[config.mk]
export PLATFORM = sky130hd
export DESIGN_NAME = fas_host
export DESIGN_NICKNAME = d
export VERILOG_FILES = /design/src/rtl/fas_pkg.sv /design/src/rtl/fas_host.sv
export SDC_FILE = /design/constraint.sdc
export NUM_CORES = 1
export LEC_CHECK = 0
export BUFFER_PORTS_ARGS = -buffer_cell sky130_fd_sc_hd__buf_2
export CAP_MARGIN = 20
export CORE_MARGIN = 2
export CORE_UTILIZATION = 45
export CTS_BUF_LIST = sky130_fd_sc_hd__clkbuf_2 sky130_fd_sc_hd__clkbuf_4 sky130_fd_sc_hd__clkbuf_8
export DETAILED_ROUTE_END_ITERATION = 12
export PLACE_DENSITY = 0.67
export SLEW_MARGIN = 20
export SYNTH_ARGS = -nofsm -noshare
export SYNTH_HDL_FRONTEND = slang
export SYNTH_SLANG_ARGS = --single-unit
[constraint.sdc]
create_clock -name mclk_i -period 5.8 [get_ports mclk_i]
set_input_delay 0.29 -clock mclk_i [delete_from_list [all_inputs] [get_ports mclk_i]]
set_output_delay 0.29 -clock mclk_i [all_outputs]
set_load 0.02 [all_outputs]
[src/rtl/fas_pkg.sv]
// Purpose: constants and types of the flash algorithm sequencer host
// Assumes: 250 MHz mclk_i, 16-bit flash word bus
// Notes: times in ns, cycle counts rounded up
package fas_pkg;
    localparam int CLK_NS = 4;
    localparam int AW = 26;
    localparam int DW = 16;
    localparam int PAGE_LSB = 4;
    localparam int T_ACC_NS = 100;
    localparam int T_PACC_NS = 25;
    localparam int T_WP_NS = 35;
    localparam int T_WPH_NS = 20;
    localparam int T_RP_NS = 200;
    localparam int T_RPH_NS = 35000;
    localparam int T_PRS_NS = 40000;
    localparam int T_BUSY_NS = 100;
    localparam int ACC_CYC = (T_ACC_NS + CLK_NS - 1) / CLK_NS;
    localparam int PACC_CYC = (T_PACC_NS + CLK_NS - 1) / CLK_NS;
    localparam int WP_CYC = (T_WP_NS + CLK_NS - 1) / CLK_NS;
    localparam int WPH_CYC = (T_WPH_NS + CLK_NS - 1) / CLK_NS;
    localparam int RP_CYC = (T_RP_NS + CLK_NS - 1) / CLK_NS;
    localparam int RPH_CYC = (T_RPH_NS + CLK_NS - 1) / CLK_NS;
    localparam int PRS_CYC = (T_PRS_NS + CLK_NS - 1) / CLK_NS;
    localparam int BUSY_CYC = (T_BUSY_NS + CLK_NS - 1) / CLK_NS;
    localparam int SYNC_CYC = 2;
    localparam logic [AW-1:0] UNLOCK1_ADDR = 26'h0000555;
    localparam logic [AW-1:0] UNLOCK2_ADDR = 26'h00002AA;
    localparam logic [DW-1:0] UNLOCK1_DATA = 16'h00AA;
    localparam logic [DW-1:0] UNLOCK2_DATA = 16'h0055;
    localparam logic [DW-1:0] PROG_SETUP_DATA = 16'h00A0;
    localparam logic [DW-1:0] SUSPEND_DATA = 16'h00B0;
    localparam logic [DW-1:0] RESUME_DATA = 16'h0030;
    typedef enum logic [2:0] {
        OP_READ = 3'h0,
        OP_PROG = 3'h1,
        OP_PROG_OVL = 3'h2,
        OP_SUSPEND = 3'h3,
        OP_RESUME = 3'h4,
        OP_RESET = 3'h5,
        OP_WRITE = 3'h6
    } fas_op_type;
    typedef enum logic [2:0] {
        ST_IDLE = 3'h0,
        ST_READ = 3'h1,
        ST_WR_LOW = 3'h2,
        ST_WR_HIGH = 3'h3,
        ST_RST_LOW = 3'h4,
        ST_RST_REC = 3'h5
    } fas_state_type;
endpackage

[src/rtl/fas_host.sv]
// Purpose: host-side sequencer driving a parallel NOR flash over its pins
// Assumes: commands arrive on a valid/ready port in the mclk_i domain
// Notes: one command at a time; answer is a one-cycle rsp_valid_o
`timescale 1ns/10ps
// How it works
// - the page is address bits above 3; bits 3..0 pick the word.
// - a suspend waits for the resume-to-suspend interval to pass.
// - reset pulse aborts everything; host waits recovery then may reissue.
// - word program is two unlocks, setup, then address and data.
// - overlay program skips both unlock writes.
// - unlocks are AA at word 555, then 55 at word 2AA.
module fas_host #(
    parameter bit EXT_TEMP = 1'b0,
    parameter int RPH_CYCLES = fas_pkg::RPH_CYC,
    parameter int PRS_CYCLES = fas_pkg::PRS_CYC
) (
    input wire logic mclk_i,
    input wire logic sys_rst_i,
    input wire logic cmd_valid_i,
    output logic cmd_ready_o,
    input wire fas_pkg::fas_op_type cmd_op_i,
    input wire logic [fas_pkg::AW-1:0] cmd_addr_i,
    input wire logic [fas_pkg::DW-1:0] cmd_data_i,
    output logic rsp_valid_o,
    output logic rsp_err_o,
    output logic [fas_pkg::DW-1:0] rsp_data_o,
    output logic busy_o,
    output logic suspended_o,
    output logic flash_ce_n_o,
    output logic flash_oe_n_o,
    output logic flash_we_n_o,
    output logic flash_reset_n_o,
    output logic [fas_pkg::AW-1:0] flash_addr_o,
    output logic [fas_pkg::DW-1:0] data_bus_o,
    output logic data_bus_oe_o,
    input wire logic [fas_pkg::DW-1:0] data_bus_i,
    input wire logic ready_busy_n_i
);
    if (RPH_CYCLES < 1 || RPH_CYCLES > 65535 || PRS_CYCLES < 1 || PRS_CYCLES > 65535) begin : g_chk
        $error("fas_host: cycle parameter out of 16-bit range");
    end

    localparam int PAGE_LSB_W = fas_pkg::PAGE_LSB;
    fas_pkg::fas_state_type state_q, state_d;
    fas_pkg::fas_op_type op_q, op_d;
    logic [15:0] cnt_q, cnt_d, settle_q, settle_d, rs_cnt_q, rs_cnt_d;
    logic [1:0] step_q, step_d;
    logic [fas_pkg::AW-1:0] addr_q, addr_d, pin_addr_q, pin_addr_d;
    logic [fas_pkg::DW-1:0] wdata_q, wdata_d, pin_data_q, pin_data_d, rdata_q, rdata_d;
    logic ce_n_q, ce_n_d, oe_n_q, oe_n_d, we_n_q, we_n_d, rst_n_q, rst_n_d, doe_q, doe_d;
    logic [fas_pkg::AW-1:PAGE_LSB_W] page_q, page_d;
    logic page_valid_q, page_valid_d, busy_q, busy_d, psusp_q, psusp_d;
    logic rsp_q, rsp_d, err_q, err_d, rd_hit_q, rd_hit_d;
    logic rb_s1_q, rb_s2_q;
    logic [fas_pkg::DW-1:0] db_s1_q, db_s2_q;
    logic start, refuse, hit;

    // Address and data of write number step for an operation
    function automatic logic [fas_pkg::AW+fas_pkg::DW-1:0] seq_word(
        input fas_pkg::fas_op_type op, input logic [1:0] step,
        input logic [fas_pkg::AW-1:0] a, input logic [fas_pkg::DW-1:0] d);
        logic [1:0] s;
        s = (op == fas_pkg::OP_PROG) ? step : step + 2'h2;
        if (op == fas_pkg::OP_SUSPEND) begin
            seq_word = {a, fas_pkg::SUSPEND_DATA};
        end else if (op == fas_pkg::OP_RESUME) begin
            seq_word = {a, fas_pkg::RESUME_DATA};
        end else if (op == fas_pkg::OP_WRITE || s == 2'h3) begin
            seq_word = {a, d};
        end else if (s == 2'h0) begin
            seq_word = {fas_pkg::UNLOCK1_ADDR, fas_pkg::UNLOCK1_DATA};
        end else if (s == 2'h1) begin
            seq_word = {fas_pkg::UNLOCK2_ADDR, fas_pkg::UNLOCK2_DATA};
        end else begin
            seq_word = {fas_pkg::UNLOCK1_ADDR, fas_pkg::PROG_SETUP_DATA};
        end
    endfunction

    function automatic logic [1:0] last_step(input fas_pkg::fas_op_type op);
        last_step = (op == fas_pkg::OP_PROG) ? 2'h3 :
            (op == fas_pkg::OP_PROG_OVL) ? 2'h1 : 2'h0;
    endfunction

    assign hit = page_valid_q && page_q == cmd_addr_i[fas_pkg::AW-1:PAGE_LSB_W];
    assign cmd_ready_o = state_q == fas_pkg::ST_IDLE
        && !(cmd_op_i == fas_pkg::OP_SUSPEND && rs_cnt_q != 16'h0000);
    assign start = cmd_valid_i && cmd_ready_o;
    always_comb begin
        refuse = 1'b0;
        if (busy_q && cmd_op_i != fas_pkg::OP_SUSPEND && cmd_op_i != fas_pkg::OP_READ
            && cmd_op_i != fas_pkg::OP_RESET) begin
            refuse = 1'b1;
        end
        if (psusp_q && (cmd_op_i == fas_pkg::OP_PROG || cmd_op_i == fas_pkg::OP_PROG_OVL)) begin
            refuse = 1'b1;
        end
        if (cmd_op_i == fas_pkg::OP_SUSPEND && !busy_q) begin
            refuse = 1'b1;
        end
        if (cmd_op_i == fas_pkg::OP_RESUME && !psusp_q) begin
            refuse = 1'b1;
        end
        if (EXT_TEMP && cmd_op_i == fas_pkg::OP_PROG) begin
            refuse = 1'b1;
        end
    end

    always_comb begin
        state_d = state_q;
        op_d = op_q;
        cnt_d = (cnt_q != 16'h0000) ? cnt_q - 16'h0001 : cnt_q;
        settle_d = (settle_q != 16'h0000) ? settle_q - 16'h0001 : settle_q;
        rs_cnt_d = (rs_cnt_q != 16'h0000) ? rs_cnt_q - 16'h0001 : rs_cnt_q;
        step_d = step_q;
        addr_d = addr_q;
        wdata_d = wdata_q;
        pin_addr_d = pin_addr_q;
        pin_data_d = pin_data_q;
        rdata_d = rdata_q;
        ce_n_d = ce_n_q;
        oe_n_d = oe_n_q;
        we_n_d = we_n_q;
        rst_n_d = rst_n_q;
        doe_d = doe_q;
        page_d = page_q;
        page_valid_d = page_valid_q && !ce_n_q;
        busy_d = busy_q;
        psusp_d = psusp_q;
        rsp_d = 1'b0;
        err_d = 1'b0;
        rd_hit_d = rd_hit_q;
        // Busy ends once ready_busy_n has had time to fall and is high again
        if (busy_q && settle_q == 16'h0000 && rb_s2_q) begin
            busy_d = 1'b0;
        end
        case (state_q)
            fas_pkg::ST_IDLE: begin
                if (start && refuse) begin
                    rsp_d = 1'b1;
                    err_d = 1'b1;
                end else if (start) begin
                    op_d = cmd_op_i;
                    addr_d = cmd_addr_i;
                    wdata_d = cmd_data_i;
                    step_d = 2'h0;
                    if (cmd_op_i == fas_pkg::OP_READ) begin
                        state_d = fas_pkg::ST_READ;
                        ce_n_d = 1'b0;
                        oe_n_d = 1'b0;
                        pin_addr_d = cmd_addr_i;
                        rd_hit_d = hit;
                        // Spare cycle: data may only just settle at the access time
                        cnt_d = hit ? 16'(fas_pkg::PACC_CYC + fas_pkg::SYNC_CYC + 1)
                            : 16'(fas_pkg::ACC_CYC + fas_pkg::SYNC_CYC + 1);
                    end else if (cmd_op_i == fas_pkg::OP_RESET) begin
                        state_d = fas_pkg::ST_RST_LOW;
                        ce_n_d = 1'b1;
                        oe_n_d = 1'b1;
                        rst_n_d = 1'b0;
                        cnt_d = 16'(fas_pkg::RP_CYC);
                    end else begin
                        state_d = fas_pkg::ST_WR_LOW;
                        {pin_addr_d, pin_data_d} = seq_word(cmd_op_i, 2'h0, cmd_addr_i, cmd_data_i);
                        ce_n_d = 1'b0;
                        oe_n_d = 1'b1;
                        we_n_d = 1'b0;
                        doe_d = 1'b1;
                        cnt_d = 16'(fas_pkg::WP_CYC);
                    end
                end
            end
            fas_pkg::ST_READ: begin
                if (cnt_q == 16'h0000) begin
                    rdata_d = db_s2_q;
                    rsp_d = 1'b1;
                    page_d = addr_q[fas_pkg::AW-1:PAGE_LSB_W];
                    page_valid_d = 1'b1;
                    state_d = fas_pkg::ST_IDLE;
                end
            end
            fas_pkg::ST_WR_LOW: begin
                if (cnt_q == 16'h0000) begin
                    we_n_d = 1'b1;
                    ce_n_d = 1'b1;
                    cnt_d = 16'(fas_pkg::WPH_CYC);
                    state_d = fas_pkg::ST_WR_HIGH;
                end
            end
            fas_pkg::ST_WR_HIGH: begin
                if (cnt_q == 16'h0000) begin
                    doe_d = 1'b0;
                    if (step_q != last_step(op_q)) begin
                        step_d = step_q + 2'h1;
                        {pin_addr_d, pin_data_d} = seq_word(op_q, step_q + 2'h1, addr_q, wdata_q);
                        ce_n_d = 1'b0;
                        we_n_d = 1'b0;
                        doe_d = 1'b1;
                        cnt_d = 16'(fas_pkg::WP_CYC);
                        state_d = fas_pkg::ST_WR_LOW;
                    end else begin
                        rsp_d = 1'b1;
                        state_d = fas_pkg::ST_IDLE;
                        if (op_q != fas_pkg::OP_WRITE && op_q != fas_pkg::OP_SUSPEND) begin
                            busy_d = 1'b1;
                            settle_d = 16'(fas_pkg::BUSY_CYC + fas_pkg::SYNC_CYC);
                        end
                        // Suspended algorithm no longer busy, so resume is accepted
                        if (op_q == fas_pkg::OP_SUSPEND) begin
                            psusp_d = 1'b1;
                            busy_d = 1'b0;
                        end
                        if (op_q == fas_pkg::OP_RESUME) begin
                            psusp_d = 1'b0;
                            rs_cnt_d = 16'(PRS_CYCLES);
                        end
                    end
                end
            end
            fas_pkg::ST_RST_LOW: begin
                if (cnt_q == 16'h0000) begin
                    rst_n_d = 1'b1;
                    cnt_d = 16'(RPH_CYCLES);
                    state_d = fas_pkg::ST_RST_REC;
                end
            end
            fas_pkg::ST_RST_REC: begin
                busy_d = 1'b0;
                psusp_d = 1'b0;
                rs_cnt_d = 16'h0000;
                page_valid_d = 1'b0;
                if (cnt_q == 16'h0000) begin
                    rsp_d = 1'b1;
                    state_d = fas_pkg::ST_IDLE;
                end
            end
            default: begin
                state_d = fas_pkg::ST_IDLE;
            end
        endcase
    end

    always_ff @(posedge mclk_i or posedge sys_rst_i) begin
        if (sys_rst_i) begin
            state_q <= fas_pkg::ST_IDLE;
            op_q <= fas_pkg::OP_READ;
            cnt_q <= 16'h0000;
            settle_q <= 16'h0000;
            rs_cnt_q <= 16'h0000;
            step_q <= 2'h0;
            addr_q <= '0;
            wdata_q <= '0;
            pin_addr_q <= '0;
            pin_data_q <= '0;
            rdata_q <= '0;
            ce_n_q <= 1'b1;
            oe_n_q <= 1'b1;
            we_n_q <= 1'b1;
            rst_n_q <= 1'b1;
            doe_q <= 1'b0;
            page_q <= '0;
            page_valid_q <= 1'b0;
            busy_q <= 1'b0;
            psusp_q <= 1'b0;
            rsp_q <= 1'b0;
            err_q <= 1'b0;
            rd_hit_q <= 1'b0;
            rb_s1_q <= 1'b1;
            rb_s2_q <= 1'b1;
            db_s1_q <= '0;
            db_s2_q <= '0;
        end else begin
            state_q <= state_d;
            op_q <= op_d;
            cnt_q <= cnt_d;
            settle_q <= settle_d;
            rs_cnt_q <= rs_cnt_d;
            step_q <= step_d;
            addr_q <= addr_d;
            wdata_q <= wdata_d;
            pin_addr_q <= pin_addr_d;
            pin_data_q <= pin_data_d;
            rdata_q <= rdata_d;
            ce_n_q <= ce_n_d;
            oe_n_q <= oe_n_d;
            we_n_q <= we_n_d;
            rst_n_q <= rst_n_d;
            doe_q <= doe_d;
            page_q <= page_d;
            page_valid_q <= page_valid_d;
            busy_q <= busy_d;
            psusp_q <= psusp_d;
            rsp_q <= rsp_d;
            err_q <= err_d;
            rd_hit_q <= rd_hit_d;
            rb_s1_q <= ready_busy_n_i;
            rb_s2_q <= rb_s1_q;
            db_s1_q <= data_bus_i;
            db_s2_q <= db_s1_q;
        end
    end

    assign rsp_valid_o = rsp_q;
    assign rsp_err_o = err_q;
    assign rsp_data_o = rdata_q;
    assign busy_o = busy_q;
    assign suspended_o = psusp_q;
    assign flash_ce_n_o = ce_n_q;
    assign flash_oe_n_o = oe_n_q;
    assign flash_we_n_o = we_n_q;
    assign flash_reset_n_o = rst_n_q;
    assign flash_addr_o = pin_addr_q;
    assign data_bus_o = pin_data_q;
    assign data_bus_oe_o = doe_q;
endmodule

# Yosys cells after proc, flatten, opt, wreduce, memory -nomap -nowiden
# Cells that the tools add are included.
# word_totals
out_inout_bits,68
register_bits,222
input_bits,65
wordCells,232
# op_classes
n_bitwise,1
reduce_logical,48
eq_ne,39
mux,113
addsub,5
# op_table
cell,count
$mux W16,22
$mux W42,6
$mux W26,6
$mux W27,4
$pmux W16 S2,2
$pmux W16 S4,1
$pmux W26 S2,1
$reduce_bool A16 Y1,3
$sub A16 B1 Y16 const B,3
$mux W1,42
$logic_not A16 Y1,2
$reduce_and A6 Y1,5
$mux W3,8
$eq A22 B22 Y1,1
$eq A3 B3 Y1 const B,7
$eq A3 B2 Y1 const B,6
$ne A2 B2 Y1 const B,9
$mux W2,8
$logic_and A1 B1 Y1,15
$pmux W3 S5,1
$mux W6,2
$ne A3 B3 Y1 const B,4
$pmux W1 S2,5
$eq A3 B1 Y1 const B,3
24 further kinds,40

# Logic depth before layout (Yosys ltp)
# logic_depth
depth_word,13
depth_mapped,12
ltp_nobuf,12

# Worst setup path after synthesis
# No wires, ideal clock.
# synth_path
path_kind,reg-to-reg
from,reg rs_cnt_q[0]
to,reg addr_q[18] (netlist name)
required_ns,5.675
t_arrival_ns,2.221
period_less_slack_ns,2.346
path_stages_with_launch,10
n_path_buf,2
setup_time_ns,0.125
setup_slack_ns,3.454
cell_sequence,dfrtp_1 > inv_1 > ha_1 > nor4b_4 > nand4_2 > a21oi_2 > and2_1 > buf_6 > buf_6 > mux2_2
# synth_between
elab_chain_len,8
# synth_lines
item,line_no,rtl
"start, declared",fas_host.sv:46,"logic [15:0] cnt_q, cnt_d, settle_q, settle_d, rs_cnt_q, rs_cnt_d;"
"start signal, assigned",fas_host.sv:276,rs_cnt_q <= rs_cnt_d;
$reduce_bool A16 Y1 (*),fas_host.sv:86,&& !(cmd_op_i == fas_pkg::OP_SUSPEND && rs_cnt_q != 16'h0000);
$logic_and A1 B1 Y1 (*),fas_host.sv:86,
$logic_not A1 Y1 (*),fas_host.sv:86,
$logic_and A1 B1 Y1 (*),fas_host.sv:86,
named net cmd_ready_o,fas_host.sv:20,"output logic cmd_ready_o,"
$logic_and A1 B1 Y1 (*),fas_host.sv:87,assign start = cmd_valid_i && cmd_ready_o;
$logic_and A1 B1 Y1,fas_host.sv:138,if (start && refuse) begin
$not A1 Y1 (no source line),n/a,
$reduce_and A3 Y1 (no source line) (*),n/a,
"end signal, assigned",fas_host.sv:278,addr_q <= addr_d;
"end, declared",fas_host.sv:48,"logic [fas_pkg::AW-1:0] addr_q, addr_d, pin_addr_q, pin_addr_d;"
# Mark *: on every way through the listed nets, which the timed path passes. The rest lies on a longest branch.
# A chain may end at the register's enable or synchronous reset.

# Worst setup path in the final report
# layout_path
from,reg cnt_q[4]
to,"reg rdata_q, in the netlist rsp_data_o[8]"
# layout_between
elab_chain_len,2
# layout_lines
item,line_no,rtl
"start, declared",fas_host.sv:46,
"start signal, assigned",fas_host.sv:274,cnt_q <= cnt_d;
$logic_not A16 Y1,fas_host.sv:173,if (cnt_q == 16'h0000) begin
$reduce_and A2 Y1 (no source line),n/a,
"end signal, assigned",fas_host.sv:282,rdata_q <= rdata_d;
"end, declared",fas_host.sv:49,"logic [fas_pkg::DW-1:0] wdata_q, wdata_d, pin_data_q, pin_data_d, rdata_q, rdata_d;"
# Every way passes these cells.

==> impl_metrics.yaml <==
run_status:
  status: "complete, but fails checks"
  failed_checks: "hold timing"
yosys:
  async_flop_share_pct: 100
  synth_edf_count: 0
  synth_ff_type: "dfrtp_1"
  yosysTopAreaCellShare_pct: 52.8
  synthTopCellsByArea: "dfrtp_1 53%, nand2_1 5.4%, mux2_2 3.6%, o21ai_0 3.3%, mux2_1 3.2%"
  synth_fp_nets: 1035
  ys_seq_area_share_pct: 54.3
  ys.warnings.count: 0
  netlist_instances: 964
  syn_area_um2: 10200
  syn_avg_cell_area_um2: 10.6
  yosys-top-cells-count: "216 x dfrtp_1, 147 x nand2_1, 81 x nor2_1"
  synth_top_area_cell: "dfrtp_1"
  yosysMostFrequentCell: "dfrtp_1"
  synth-seq-cells: 222
  yosysUniqueCellTypes: 79
cts:
  clkTransAtPathRegs_ns: 0.06
  cts_resized: 0
  cts_setup_buffers: 0
  clk_latency_ns: 0.54
  cts_buffers: 39
  cts_tree: "done"
  clock_path_buffers: 3
  clock_sinks: 222
  ctsHoldBuffers: 46
  clockRootBuffer: "clkbuf_8"
  htreeDepth: 2
timing:
  maxSlewHeadroom_pct: 32.5
  finalSetupViolations: 0
  holdWs_ns: -0.0212
  hold_viol_final: 10
  fin_setup_tns_ns: 0
  finalCritPeriodShare_pct: 53.7
  worst_pin_slew_ns: 1.00
  skew_ns: 0.0158
  max_freq_mhz: 321
  period_minus_slack_ns: 3.11
  drv_slew: 0
  rsz0062_at_grt: "no"
setup_path:
  r2r_setup_slack_ns: 2.69
  reg2reg_depth: 7
  crit_type: "flip-flop to flip-flop"
  crit_slowest_cell: "nor2_4"
  critPathRequiredTime_ns: 6.22
  crit_chain: "nor4_4, nand4b_2, nor2_2, nand2_1, nor2_4, buf_16, mux2_2"
  cp-end-kind: "flip-flop"
  cp_max_fo: 20
  rr_startpoint: "cnt_q[4]"
  cpPeakStageDelay_ns: 0.59
  startpoint_type: "flip-flop"
  arrival_ns: 3.53
  r2r_end: "rsp_data_o[8]"
grt:
  met2_usage_pct: 32.7
  grt_util_met1_pct: 27.1
  grt_pass1_wl_um: 39800
  grt_max_degree: 156
  gr-total-overflow: 0
  grt_pass1_vias: 7908
  grt_use_met3_pct: 4.88
  busiest_layer: "met2"
  grtUsageTotal_pct: 20.4
  antenna_found_initial: 0
floorplanning:
  start_util_pct: 45.5
  die_w_um: 155
  fp.dieH_um: 155
  coreArea_um2: 22500
  row_count: 55
  pin_count: 133
  dieArea_um2: 24000
final_layout:
  final_area_um2: 12400
  drive_above_1_share_pct: 23.2
  synthToLayoutAreaGrowth_pct: 21.5
  stdcell_count: 1457
  utilization_pct: 55.2
  final_nets: 1215
  num_antenna_cells: 0
detailed_routing:
  ant_nets: 0
  vias: 7878
  routed_wl_um: 24000
  first_pass_iters: 5
  routedWlPerCell_um: 16.4
  drtIter0Drc: 470
  via_per_inst: 5.41
  drc: 0
power:
  power_leakage_uw: 0.00577
  p_clk_share_pct: 24.5
  comb_power_share_pct: 35.0
  power_frac_seq_pct: 40.5
  power.density_nw_per_um2: 519
  sw_frac_of_total_pct: 38.2
  p_switching_uw: 2460
  peakVddDrop_uv: 318
  p_int_uw: 3990
place:
  portBuffers: 132
  gp_congestion: 0.897
  placed_cell_area_um2: 11100
  dp_cells: 1342
  dpl.hpwl_um: 15800
worst_hold_path:
  holdCritPathClass: "input pin to async pin"
job:
  maxCapViolations: 0
[cell usage in the layout, fill, tap and decap left out, drive strengths merged, types with 6 or more instances in the layout]
cell type and instances:
dfrtp 216, nand2 147, buf 138, nor2 82
o21ai 69, clkbuf 63, mux2 62, dlygate4sd3 46
a21oi 42, xnor2 36, a22oi 25, nor3 21
xor2 19, inv 19, nor4 19, nand3 12
nand2b 9, nand4 9, o31ai 8, a21o 7
nor2b 6, mux2i 6, and3 6, or4 6
ha 6, dfstp 6
[critical path: cells and delay by family, from the launching register on]
kind / cells / cell delay (ns)
simple gates: 5 / 1.90
mux: 1 / 0.34
flops: 1 / 0.48
buf+inv: 1 / 0.24
[worst max-delay path by stage]
stage / start / endpoint / slack, ns / cells past startpoint
after floorplan: sys_rst_i / addr_q[0] / 2.62 / 1
after global placement: cnt_q[4] / rsp_data_o[0] / 2.60 / 6
after detailed placement: cnt_q[6] / rsp_data_o[8] / 2.70 / 7
after CTS: cnt_q[6] / page_q[17] / 2.70 / 7
after global routing: cnt_q[6] / page_q[17] / 2.44 / 7
final: cnt_q[4] / rsp_data_o[8] / 2.69 / 7
[power by group through the flow]
stage / registers (uW) / logic, uW / clock network (uW)
floorplan: 2710 / 1510 / 0
global placement: 2610 / 2200 / 0
detailed placement: 2620 / 2240 / 0
CTS: 2610 / 2270 / 1630
global route: 2700 / 2520 / 1690
finish: 2610 / 2260 / 1580
[logic make-up after synthesis]
family | share of synthesized area (%)
and+or+nand+nor | 16.3
DFF | 54.3
AOI/OAI and AO/OA | 13.2
muxes | 7.41
buffers and inverters | 3.26
xor gates and xnor gates | 4.71
adders and majority gates | 0.733
[per-stage QoR]
stage	setup slack (ns)	total power, uW
6_report	2.69	6450
5_1_grt	2.44	6920
4_1_cts	2.70	6510
3_5_place_dp	2.70	4860
3_3_place_gp	2.60	4800
2_1_floorplan	2.62	4220
[routing by layer]
| metal | part of all wire, % | up-vias |
|---|---|---|
| li1 | - | 3770 |
| met1 | 45 | 3834 |
| met2 | 46 | 211 |
| met3 | 5.8 | 63 |
| met4 | 3.4 | 0 |
| met5 | 0 | - |
[layout make-up]
class                      count  area, um^2
sequential                   222        5560
fill                        1930       10100
clock buffer                  63         773
tap                          285         357
multi-input combinational    678        4370
timing repair buffer         184        1200
inverter                      19        75.1
clock inverter                 6        97.6
Note: power is estimated with default switching activity, not from simulation.
